===== config.mk =====
export PLATFORM = sky130hd
export DESIGN_NAME = stg_top
export DESIGN_NICKNAME = d
export VERILOG_FILES = /design/src/include/stg_pkg.sv /design/src/rtl/stg_top.sv /design/src/rtl/stg_fifo.sv
export SDC_FILE = /design/constraint.sdc
export NUM_CORES = 2
export LEC_CHECK = 0
export BUFFER_PORTS_ARGS = -buffer_cell sky130_fd_sc_hd__buf_4
export CAP_MARGIN = 10
export CORE_AREA = 2 2 345 347
export DETAILED_ROUTE_END_ITERATION = 8
export DIE_AREA = 0 0 347 349
export PLACE_DENSITY_LB_ADDON = 0.15
export SLEW_MARGIN = 0
export SYNTH_ARGS = -nofsm -noshare
export SYNTH_HDL_FRONTEND = slang
export SYNTH_SLANG_ARGS = --single-unit

===== constraint.sdc =====
create_clock -name sys_clk -period 12.04 [get_ports sys_clk]
set_input_delay 2.408 -clock sys_clk [delete_from_list [all_inputs] [get_ports sys_clk]]
set_output_delay 2.408 -clock sys_clk [all_outputs]
set_load 0.01 [all_outputs]

===== src/include/stg_pkg.sv =====
//////////////////////////////////////////////////////////////////////////////
// Purpose: Shared constants, types and helper functions of the sine tone unit.
// Assumes: Byte-wide register port on the control bus, one 10 MHz clock.
// Notes:   Phase is 24 bits wide, so frequency = word * clock / 2^24.
//////////////////////////////////////////////////////////////////////////////
package stg_pkg;

  // Register offsets on the control bus.
  localparam logic [15:0] ADDR_RUN_SOURCE = 16'h0C81;
  localparam logic [15:0] ADDR_F1_LOW     = 16'h0C82;
  localparam logic [15:0] ADDR_F1_HIGH    = 16'h0C83;
  localparam logic [15:0] ADDR_F2_LOW     = 16'h0C84;
  localparam logic [15:0] ADDR_F2_HIGH    = 16'h0C85;
  localparam logic [15:0] ADDR_CONST_OUT  = 16'h0C89;
  localparam logic [15:0] ADDR_ATTEN      = 16'h0C8A;

  // Field positions.
  localparam int RUN_BIT       = 7;
  localparam int RAMP_DONE_BIT = 6;
  localparam int SRC_LSB       = 0;
  localparam int LVL_LSB       = 4;
  localparam int FORCE_BIT     = 0;
  localparam int GAIN_LSB      = 0;

  // Values after reset.
  localparam logic [7:0] RST_F1_LOW  = 8'h55;
  localparam logic [7:0] RST_F1_HIGH = 8'h00;
  localparam logic [7:0] RST_F2_LOW  = 8'h00;
  localparam logic [7:0] RST_F2_HIGH = 8'h40;

  // Source select codes.
  localparam logic [1:0] SRC_SUM   = 2'h0;
  localparam logic [1:0] SRC_ONE   = 2'h1;
  localparam logic [1:0] SRC_TWO   = 2'h2;
  localparam logic [1:0] SRC_RAMP  = 2'h3;

  // Constant output levels.
  localparam logic [23:0] DC_ZERO     = 24'h00_0000;
  localparam logic [23:0] DC_POS_HALF = 24'h40_0000;
  localparam logic [23:0] DC_NEG_FULL = 24'h80_0000;
  localparam logic [23:0] DC_NEG_HALF = 24'hC0_0000;

  // Phase constants.
  localparam logic [23:0] PHASE_QUARTER = 24'h40_0000;
  localparam logic [23:0] PHASE_HALF    = 24'h80_0000;

  localparam int FIFO_DEPTH = 16;

  typedef struct packed {
    logic [23:0] value;
    logic        is_constant;
  } stg_sample_type;

  typedef struct packed {
    logic        tone_run_control;
    logic [1:0]  tone_source_select;
    logic [7:0]  first_freq_low_byte;
    logic [7:0]  first_freq_high_byte;
    logic [7:0]  second_freq_low_byte;
    logic [7:0]  second_freq_high_byte;
    logic [1:0]  constant_level_select;
    logic        force_constant_output;
    logic [3:0]  gain_code;
    logic [23:0] phase_one;
    logic [23:0] phase_two;
    logic        ramp_done;
    logic [7:0]  rdata;
    logic        rvalid;
  } stg_state_type;

  localparam stg_state_type ST_RESET = '{
    tone_run_control:      1'b0,
    tone_source_select:    SRC_SUM,
    first_freq_low_byte:   RST_F1_LOW,
    first_freq_high_byte:  RST_F1_HIGH,
    second_freq_low_byte:  RST_F2_LOW,
    second_freq_high_byte: RST_F2_HIGH,
    constant_level_select: 2'h0,
    force_constant_output: 1'b0,
    gain_code:             4'h0,
    phase_one:             24'h00_0000,
    phase_two:             24'h00_0000,
    ramp_done:             1'b0,
    rdata:                 8'h00,
    rvalid:                1'b0
  };

  // Parabolic half-wave approximation; peak reaches a quarter of full scale
  // so that the summed mode can never overflow.
  function automatic logic [23:0] stg_sine(input logic [23:0] ph);
    logic [22:0] x;
    logic [22:0] prod;
    logic [23:0] mag;
    x    = {12'h000, ph[22:12]};
    prod = x * (23'h00_0800 - x);
    mag  = {2'b00, prod[20:0], 1'b0};
    return ph[23] ? 24'(-mag) : mag;
  endfunction

  // Even codes halve per step (-6 dB), odd codes add a 0.75 factor (-2.5 dB).
  function automatic logic [23:0] stg_atten(input logic [23:0] s, input logic [3:0] code);
    logic signed [23:0] sh;
    sh = $signed(s) >>> code[3:1];
    if (code[0])
    begin
      sh = sh - (sh >>> 2);
    end
    return sh;
  endfunction

  function automatic logic [23:0] stg_dc_level(input logic [1:0] lvl);
    logic [23:0] v;
    unique case (lvl)
      2'h0: v = DC_ZERO;
      2'h1: v = DC_POS_HALF;
      2'h2: v = DC_NEG_FULL;
      2'h3: v = DC_NEG_HALF;
    endcase
    return v;
  endfunction

endpackage


===== src/rtl/stg_top.sv =====
//////////////////////////////////////////////////////////////////////////////
// Purpose: Two-generator sine tone unit with constant output and attenuator.
// Assumes: Byte register port, 10 MHz clock, pseudo-random samples on sys_clk.
// Notes:   One sample per cycle while running; a full FIFO stalls the phases.
// Operation
// - Run bit 0 stops the generator, 1 runs it; it resets to 0.
// - Source code 0 sum, 1 first, 2 second, 3 ramp to constant.
// - First frequency word is high and low byte; frequency is word*clock/2^24.
// - Second frequency word is built the same way from its own bytes.
// - Force bit outputs one of four fixed constants chosen by the level field.
// - Constant values bypass the attenuator.
// - Four-bit attenuation alternates -2.5 and -3.5 dB steps down to -44.5.
// - An enabled pseudo-random source takes priority over the tone.
//////////////////////////////////////////////////////////////////////////////
module stg_top
  import stg_pkg::*;
(
  // Clock and reset.
  input  wire logic            sys_clk,
  input  wire logic            resetn,
  // Register port.
  input  wire logic [15:0]     reg_addr,
  input  wire logic            reg_wr_en,
  input  wire logic [7:0]      reg_wdata,
  input  wire logic            reg_rd_en,
  output logic [7:0]           reg_rdata,
  output logic                 reg_rvalid,
  // Pseudo-random sources.
  input  wire logic [1:0]      prbs_enable,
  input  wire logic [23:0]     prbs_sample,
  // Sample stream.
  output logic                 smp_valid,
  output stg_sample_type       smp_data,
  input  wire logic            smp_ready,
  // Status.
  output logic                 tone_running
);

  stg_state_type  st_ff;
  stg_state_type  nxt_st;
  logic [23:0]    freq_one;
  logic [23:0]    freq_two;
  logic [23:0]    sine_one;
  logic [23:0]    sine_two;
  logic [23:0]    ramp_wave;
  logic [23:0]    tone_raw;
  logic [23:0]    ramp_next;
  logic           prbs_take;
  logic           fifo_in_valid;
  logic           fifo_in_ready;
  logic           advance;
  stg_sample_type fifo_in_data;
  logic [7:0]     rd_mux;

  //////////////////////////////////////////////////////////////////////////////
  // Sample path.
  assign freq_one = {8'h00, st_ff.first_freq_high_byte, st_ff.first_freq_low_byte};
  assign freq_two = {8'h00, st_ff.second_freq_high_byte, st_ff.second_freq_low_byte};
  assign sine_one  = stg_sine(st_ff.phase_one);
  assign sine_two  = stg_sine(st_ff.phase_two);
  assign ramp_wave = stg_sine(st_ff.phase_one - PHASE_QUARTER);
  assign ramp_next = st_ff.phase_one + freq_one;
  assign prbs_take = |prbs_enable;

  always_comb
  begin
    unique case (st_ff.tone_source_select)
      SRC_SUM:  tone_raw = sine_one + sine_two;
      SRC_ONE:  tone_raw = sine_one;
      SRC_TWO:  tone_raw = sine_two;
      SRC_RAMP: tone_raw = ramp_wave;
    endcase
  end

  always_comb
  begin
    fifo_in_data = '0;
    if (prbs_take)
    begin
      fifo_in_data.value = prbs_sample;
    end
    else if (st_ff.force_constant_output)
    begin
      fifo_in_data.value       = stg_dc_level(st_ff.constant_level_select);
      fifo_in_data.is_constant = 1'b1;
    end
    else
    begin
      fifo_in_data.value = stg_atten(tone_raw, st_ff.gain_code);
    end
  end

  // A full FIFO stalls the phases rather than dropping samples, so the tone
  // stays continuous at the cost of following the consumer's pace.
  assign fifo_in_valid = prbs_take || st_ff.tone_run_control;
  assign advance       = st_ff.tone_run_control && !prbs_take && fifo_in_ready;

  stg_fifo #(
    .WIDTH ($bits(stg_sample_type)),
    .DEPTH (FIFO_DEPTH)
  ) u_fifo (
    .sys_clk   (sys_clk),
    .resetn    (resetn),
    .in_valid  (fifo_in_valid),
    .in_data   (fifo_in_data),
    .in_ready  (fifo_in_ready),
    .out_valid (smp_valid),
    .out_data  (smp_data),
    .out_ready (smp_ready)
  );

  //////////////////////////////////////////////////////////////////////////////
  // Registers and phase state.
  always_comb
  begin
    unique case (reg_addr)
      ADDR_RUN_SOURCE: rd_mux = {st_ff.tone_run_control, st_ff.ramp_done, 4'h0,
                                 st_ff.tone_source_select};
      ADDR_F1_LOW:     rd_mux = st_ff.first_freq_low_byte;
      ADDR_F1_HIGH:    rd_mux = st_ff.first_freq_high_byte;
      ADDR_F2_LOW:     rd_mux = st_ff.second_freq_low_byte;
      ADDR_F2_HIGH:    rd_mux = st_ff.second_freq_high_byte;
      ADDR_CONST_OUT:  rd_mux = {2'b00, st_ff.constant_level_select, 3'b000,
                                 st_ff.force_constant_output};
      ADDR_ATTEN:      rd_mux = {4'h0, st_ff.gain_code};
      default:         rd_mux = 8'h00;
    endcase
  end

  always_comb
  begin
    nxt_st        = st_ff;
    nxt_st.rvalid = reg_rd_en;
    if (reg_rd_en)
    begin
      nxt_st.rdata = rd_mux;
    end
    if (reg_wr_en)
    begin
      unique case (reg_addr)
        ADDR_RUN_SOURCE:
        begin
          nxt_st.tone_run_control   = reg_wdata[RUN_BIT];
          nxt_st.tone_source_select = reg_wdata[SRC_LSB +: 2];
        end
        ADDR_F1_LOW:  nxt_st.first_freq_low_byte   = reg_wdata;
        ADDR_F1_HIGH: nxt_st.first_freq_high_byte  = reg_wdata;
        ADDR_F2_LOW:  nxt_st.second_freq_low_byte  = reg_wdata;
        ADDR_F2_HIGH: nxt_st.second_freq_high_byte = reg_wdata;
        ADDR_CONST_OUT:
        begin
          nxt_st.constant_level_select = reg_wdata[LVL_LSB +: 2];
          nxt_st.force_constant_output = reg_wdata[FORCE_BIT];
        end
        ADDR_ATTEN:   nxt_st.gain_code = reg_wdata[GAIN_LSB +: 4];
        default:      ;
      endcase
    end
    if (!st_ff.tone_run_control)
    begin
      nxt_st.phase_one = '0;
      nxt_st.phase_two = '0;
      nxt_st.ramp_done = 1'b0;
    end
    else if (advance)
    begin
      nxt_st.phase_two = st_ff.phase_two + freq_two;
      if (st_ff.tone_source_select != SRC_RAMP)
      begin
        nxt_st.phase_one = ramp_next;
      end
      else if (!st_ff.phase_one[23])
      begin
        // The ramp stops exactly on the half turn so the held level is exact.
        nxt_st.phase_one = ramp_next[23] ? PHASE_HALF : ramp_next;
      end
      nxt_st.ramp_done = st_ff.phase_one[23] && (st_ff.tone_source_select == SRC_RAMP);
    end
  end

  always_ff @(posedge sys_clk)
  begin
    if (!resetn)
    begin
      st_ff <= ST_RESET;
    end
    else
    begin
      st_ff <= nxt_st;
    end
  end

  assign reg_rdata    = st_ff.rdata;
  assign reg_rvalid   = st_ff.rvalid;
  assign tone_running = st_ff.tone_run_control;
endmodule // stg_top


===== src/rtl/stg_fifo.sv =====
//////////////////////////////////////////////////////////////////////////////
// Purpose: Sample FIFO with a registered output stage.
// Assumes: Same clock on both sides, synchronous active-low reset.
// Notes:   Holds DEPTH words in storage plus one in the output register.
//////////////////////////////////////////////////////////////////////////////
module stg_fifo #(
  parameter int WIDTH = 25,
  parameter int DEPTH = 16
) (
  // Clock and reset.
  input  wire logic             sys_clk,
  input  wire logic             resetn,
  // Fill side.
  input  wire logic             in_valid,
  input  wire logic [WIDTH-1:0] in_data,
  output logic                  in_ready,
  // Drain side.
  output logic                  out_valid,
  output logic [WIDTH-1:0]      out_data,
  input  wire logic             out_ready
);
  localparam int AW = $clog2(DEPTH);

  typedef struct packed {
    logic [DEPTH-1:0][WIDTH-1:0] mem;
    logic [AW-1:0]               wr;
    logic [AW-1:0]               rd;
    logic [AW:0]                 cnt;
    logic [WIDTH-1:0]            out_data;
    logic                        out_valid;
  } stg_fifo_state_type;

  stg_fifo_state_type st_ff;
  stg_fifo_state_type nxt_st;
  logic               push;
  logic               load;

  //////////////////////////////////////////////////////////////////////////////
  assign in_ready  = (st_ff.cnt != (AW+1)'(DEPTH));
  assign out_valid = st_ff.out_valid;
  assign out_data  = st_ff.out_data;

  always_comb
  begin
    nxt_st = st_ff;
    push   = in_valid && in_ready;
    if (st_ff.out_valid && out_ready)
    begin
      nxt_st.out_valid = 1'b0;
    end
    load = !nxt_st.out_valid && (st_ff.cnt != '0);
    if (push)
    begin
      nxt_st.mem[st_ff.wr] = in_data;
      nxt_st.wr            = st_ff.wr + 1'b1;
    end
    if (load)
    begin
      nxt_st.out_data  = st_ff.mem[st_ff.rd];
      nxt_st.out_valid = 1'b1;
      nxt_st.rd        = st_ff.rd + 1'b1;
    end
    nxt_st.cnt = st_ff.cnt + (AW+1)'(push) - (AW+1)'(load);
  end

  always_ff @(posedge sys_clk)
  begin
    if (!resetn)
    begin
      st_ff <= '0;
    end
    else
    begin
      st_ff <= nxt_st;
    end
  end

endmodule // stg_fifo


Word-level counts from Yosys, hierarchy flattened
Index checks and enable logic that the tools add are counted.
Word-level totals
  bits in registers: 539
  output and inout bits: 36
  logic and storage cells: 118
  input port bits: 55
Cells by class
  order comparisons: 3
  reduce and logical (&&, ||, !) cells: 23
  equal/unequal tests: 16
  add/sub/neg operators: 15
  multiply operators: 3
  muxes and demuxes: 21
  shift operators: 1
Operator list (count)
  $bwmux W400: 1
  $mux W24: 9
  $pmux W24 S4: 2
  $eq A16 B12 Y1 const B: 7
  $bmux W25 S4: 1
  $demux W25 S4: 1
  $neg A22 Y24: 3
  $mul A12 B13 Y21: 3
  $pmux W8 S7: 1
  $mux W25: 2
  $add A24 B16 Y24: 2
  $sub A12 B11 Y13 const A: 3
  $add A24 B24 Y24: 1
  $sshr A24 B3 Y24: 1
  $sub A24 B22 Y24: 1
  $sub A24 B23 Y24 const B: 1
  $reduce_and A2 Y1: 9
  $lt A4 B5 Y1 const B: 2
  $add A4 B1 Y4 const B: 2
  $eq A2 B2 Y1 const B: 4
  $logic_and A1 B1 Y1: 7
  $add A5 B1 Y5: 1
  $ne A5 B5 Y1 const B: 1
  $reduce_bool A5 Y1: 1
  10 further kinds: 16

Logic depth before layout (Yosys ltp)
  word-level depth: 12
  mapped depth: 56
  depth with buffers taken out: 53

Hierarchy
A second synthesis with hierarchy kept.
Unflattened totals
  cells, all modules: 4605
  area total of the unflattened synthesis: 40989.3 um^2
Modules (own cells, without submodules)
  stg_top: area an instance 22416.5 um^2, times used 1, cells an instance 2770, sequential area each 2001.9 um^2
  stg_fifo: area an instance 18572.8 um^2, times used 1, cells an instance 1835, sequential area each 8788.4 um^2

Worst setup path before layout
No wires, ideal clock.
  kind: register to register
  start: register st_ff[22] (netlist name)
  end: register u_fifo.st_ff[108] (netlist name)
  library setup time: 0.128 ns
  slack: -0.038 ns
  buffers on the path: 4
  required time: 11.912 ns
  clock period less this slack: 12.078 ns
  cell stages (with the launch flop): 51
  arrival time: 11.949 ns
  path through: dfxtp_1 > clkbuf_1 > clkbuf_1 > inv_1 > ha_1 > nor3b_1 > nor3b_1 > nor3b_1 > nor3b_1 > ha_1 > nand2b_1 > fa_1 > inv_1 > fa_1 > fa_1 > fa_1 > inv_1 > fa_1 > [... 15 more ...] > and3_1 > a211oi_1 > a21oi_1 > o41ai_2 > inv_1 > ha_1 > or4_1 > or2_2 > or3_1 > o21ai_0 > o21bai_1 > a21oi_1 > xnor2_1 > a22oi_1 > clkbuf_1 > nand2_1 > o211ai_1 > o21ai_0
On the way
  word-level cells in the longest chain between the ends: 12
RTL lines
  from (decl): RTL line stg_top.sv:39  | stg_state_type st_ff;
  from (signal assigned): RTL line stg_top.sv:189  | st_ff <= nxt_st;
  $sub A12 B11 Y13: RTL line stg_pkg.sv:95  | prod = x * (23'h00_0800 - x);
  $mul A12 B13 Y21 (*): RTL line stg_pkg.sv:95
  $neg A22 Y24: RTL line stg_pkg.sv:97  | return ph[23] ? 24'(-mag) : mag;
  $mux W24 (*): RTL line stg_pkg.sv:97
  $add A24 B24 Y24: RTL line stg_top.sv:68  | SRC_SUM: tone_raw = sine_one + sine_two;
  $pmux W24 S4 (*): RTL line stg_top.sv:67  | unique case (st_ff.tone_source_select)
  $sshr A24 B3 Y24 (*): RTL line stg_pkg.sv:103  | sh = $signed(s) >>> code[3:1];
  $sub A24 B22 Y24: RTL line stg_pkg.sv:106  | sh = sh - (sh >>> 2);
  $mux W24 (*): RTL line stg_pkg.sv:104  | if (code[0])
  $mux W24 (*): RTL line stg_top.sv:82  | else if (st_ff.force_constant_output)
  $mux W24 (*): RTL line stg_top.sv:78  | if (prbs_take)
  $bwmux W400 (*): RTL line stg_fifo.sv:54  | nxt_st.mem[st_ff.wr] = in_data;
  to (signal assigned): RTL line stg_fifo.sv:74  | st_ff <= nxt_st;
  to (decl): RTL line stg_fifo.sv:33  | stg_fifo_state_type st_ff;
Mark *: on every way between the ends. The rest lies on a longest branch, timed or not.
A chain may end at the register's enable or synchronous reset.

Worst setup path in the final report
  start: register st_ff[22] (netlist name)
  end: register u_fifo.st_ff[212] (netlist name)
Same word-level chain as after synthesis.

==> flow_metrics.py <==
metrics = {
    "status": {
        "status": "complete, no violations",
    },
    "cells_and_area": {
        "synthToLayoutAreaGrowth_pct": 16.1,
        "stdcell_area_um2": 48700,
        "final.fill_count": 11700,
        "nNetsFinal": 5561,
        "drive_above_1_share_pct": 17.7,
    },
    "placed_design": {
        "port_buffers": 90,
        "placed_area_um2": 45900,
        "place.gp.congestion": 0.903,
        "hpwl_um": 93900,
    },
    "clock_tree": {
        "clk_pin_slew_worst_paths_ns": 0.06,
        "clkSinkCount": 539,
        "clkLatencyLatePin_ns": 0.65,
        "holdBufCountCts": 0,
        "htreeDepth": 2,
        "numCtsBuffers": 59,
        "clockRootBuffer": "clkbuf_16",
        "cts.path.max_buffers": 3,
        "cts_tree": "done",
    },
    "routing": {
        "viasPerCell": 5.33,
        "first_pass_iters": 6,
        "wire_per_inst_um": 19.8,
        "vias": 35200,
        "wl_um": 131000,
        "antenna_left": 0,
        "dr.first_iter.drc_count": 2417,
        "drc_errors": 0,
    },
    "global_routing": {
        "antenna_found_initial": 4,
        "grt_max_degree": 197,
        "grt_pass1_vias": 34700,
        "gr-usage-all-layers_pct": 21.3,
        "grt_overflow": 0,
        "grt_pass1_wl_um": 204000,
    },
    "critical_path": {
        "cp-end-kind": "register",
        "slowest_delay_ns": 0.53,
        "rrSetupSlack_ns": 0.39,
        "worstSetupPathType": "reg2reg",
        "arrival_ns": 12.16,
        "crit_fanout": 8,
        "cp.required_ns": 12.55,
        "cp-start-kind": "register",
        "slowest_stage": "fa_1",
    },
    "sta": {
        "slew_headroom_pct": 16.5,
        "drv_slew": 0,
        "tightest_slew_ns": 1.25,
        "setup_viol": 0,
        "whs_ns": 0.457,
        "final-hold-violation-count": 0,
        "fin_crit_sh_pct": 96.7,
        "max_freq_ghz": 0.0859,
        "finClkSkew_ns": 0.0395,
        "final.min_clock_period_ns": 11.65,
    },
    "synthesis": {
        "synth_seq_cells": 539,
        "synthTopCellsByArea": "dfxtp_1, fa_1, ha_1",
        "synth_common_cells": "dfxtp_1, o21ai_0, inv_1, nand2_1, a21oi_1",
        "yosysWarnings": 0,
        "synth_most_common_cell": "dfxtp_1",
        "synth_area_leader_cell": "dfxtp_1",
        "synth_edf_count": 0,
        "syn_area_per_cell_um2": 8.67,
        "syn_area_um2": 41900,
        "netlist_instances": 4836,
        "synth_cell_type_count": 104,
        "yosysTopAreaCellShare_pct": 25.7,
        "yosys_most_used_dff": "dfxtp_1",
        "synth-seq-area-share_pct": 25.7,
        "async_reset_ff_share_pct": 0,
    },
    "worst_hold_path": {
        "hp-class": "reg2reg",
    },
    "floorplanning": {
        "initial_core_util_pct": 35.7,
        "die_y_um": 349,
        "die_area_um2": 121000,
        "num_io_pins": 91,
        "core_area_um2": 117000,
        "dieWidth_um": 347,
        "rows": 126,
    },
    "run": {
        "max-cap-violations": 0,
    },
    "power": {
        "switching_share_pct": 31.8,
        "power_density_nw_per_um2": 109,
        "power_leakage_nw": 20.3,
        "ir_drop_v": 0.000118,
        "clock_power_share_pct": 36.4,
        "p_int_w": 0.00361,
        "comb_power_share_pct": 25.4,
        "seq_power_share_pct": 38.1,
        "p_sw_w": 0.00168,
    },
}
[critical path, delay by kind of cell, from the launching register on]
| kind | cells | cell delay (ns) |
|---|---|---|
| fa+ha+maj | 9 | 3.46 |
| buf+inv | 5 | 0.50 |
| simple gates | 11 | 3.09 |
| flops | 1 | 0.34 |
| xor+xnor | 3 | 0.54 |
| compound gates | 19 | 3.54 |
[area by class of cell]
cell class	instances	area, um2	area share [%]
diodes	1	2.50	0.00514
clock buffers	84	1720	3.53
clock inverters	27	369	0.758
inverters	420	1580	3.24
multi-input cells	3546	28800	59.2
flip-flops and latches	539	10800	22.2
well taps	1536	1920	3.95
repair buffers	448	3450	7.09
[state kept, by name (all words and copies together), names as in the netlist]
register          count
u_fifo.st_ff        413
st_ff                58
u_fifo.out_data      25
freq_one             16
freq_two             16
reg_rdata             8
reg_rvalid            1
tone_running          1
u_fifo.out_valid      1
[what timing repair did]
item	4_1_cts	5_1_grt
setup buffers	0	16
endpoints found under the setup margin	57	178
endpoints found under the hold margin	0	0
gates resized for setup	3	119
cloned	0	2
pin swaps	0	29
[cell families after synthesis]
family / Yosys count / synth area share [%]
AOI/OAI and AO/OA: 1357 / 20.2
and+or+nand+nor: 1298 / 15.4
buffers and inverters: 776 / 7.32
DFF: 539 / 25.7
adders and majority gates: 492 / 18.7
muxes: 206 / 9.06
xor gates and xnor gates: 166 / 3.52
other: 2 / 0.0179
[through the flow]
step | setup WS [ns] | instances | utilization [%] | setup TNS, ns | power, W
2_1_floorplan | 0.0240 | 4861 | - | 0 | 0.00291
3_3_place_gp | 0.0844 | 6471 | 39.1 | 0 | 0.00337
3_5_place_dp | -0.0642 | 6471 | 39.1 | -0.740 | 0.00338
4_1_cts | 0.00923 | 6582 | 40.9 | 0 | 0.00533
5_1_grt | -0.0962 | 6600 | 41.5 | -1.56 | 0.00555
6_report | 0.393 | 6601 | 41.5 | 0 | 0.00530
[path summary, 6_finish.rpt]
kind	startpoint	to	cells after the start
worst max-delay path	st_ff[22]$_SDFFE_PN0P_	u_fifo.st_ff[212]$_SDFFE_PN0P_	47
worst min-delay path	u_fifo.st_ff[128]$_SDFFE_PN0P_	u_fifo.st_ff[128]$_SDFFE_PN0P_	2
worst max register to register	st_ff[22]$_SDFFE_PN0P_	u_fifo.st_ff[212]$_SDFFE_PN0P_	47
worst min register to register	u_fifo.st_ff[128]$_SDFFE_PN0P_	u_fifo.st_ff[128]$_SDFFE_PN0P_	2
[routing by layer]
metal / vias to the layer above / wire length (um) / global-route usage (%)
met5: - / 46 / 0
met3: 152 / 6230 / 2.55
met4: 8 / 2180 / 4.00
li1: 17200 / - / -
met1: 17100 / 62200 / 30.3
met2: 767 / 60100 / 34.7
[cells in the final DEF (no fill, tap or decap), types with 19 or more instances in the layout]
cell type,instances
dfxtp_1,529
buf_4,440
o21ai_0,415
inv_1,413
nand2_1,385
a21oi_1,369
ha_1,253
fa_1,225
nor2_1,209
nand3_1,144
nand2b_1,139
mux4_2,137
nor2b_1,110
xnor2_1,105
and2_1,78
a21boi_0,73
clkbuf_16,60
o211ai_1,59
nor3_1,56
mux2i_1,56
xor2_1,50
a21o_1,46
o31ai_1,34
o21ai_1,33
a31oi_1,30
a211oi_1,27
conb_1,27
nor3b_1,24
and3_1,23
a21oi_2,19
[power groups by stage]
stage	Clock (W)	Combinational [W]	Sequential (W)
3_3_place_gp	0	0.00132	0.00206
2_1_floorplan	0	0.000918	0.00199
4_1_cts	0.00198	0.00133	0.00202
3_5_place_dp	0	0.00132	0.00206
6_report	0.00193	0.00135	0.00202
5_1_grt	0.00205	0.00146	0.00204
(Power assumes the default switching activity.)
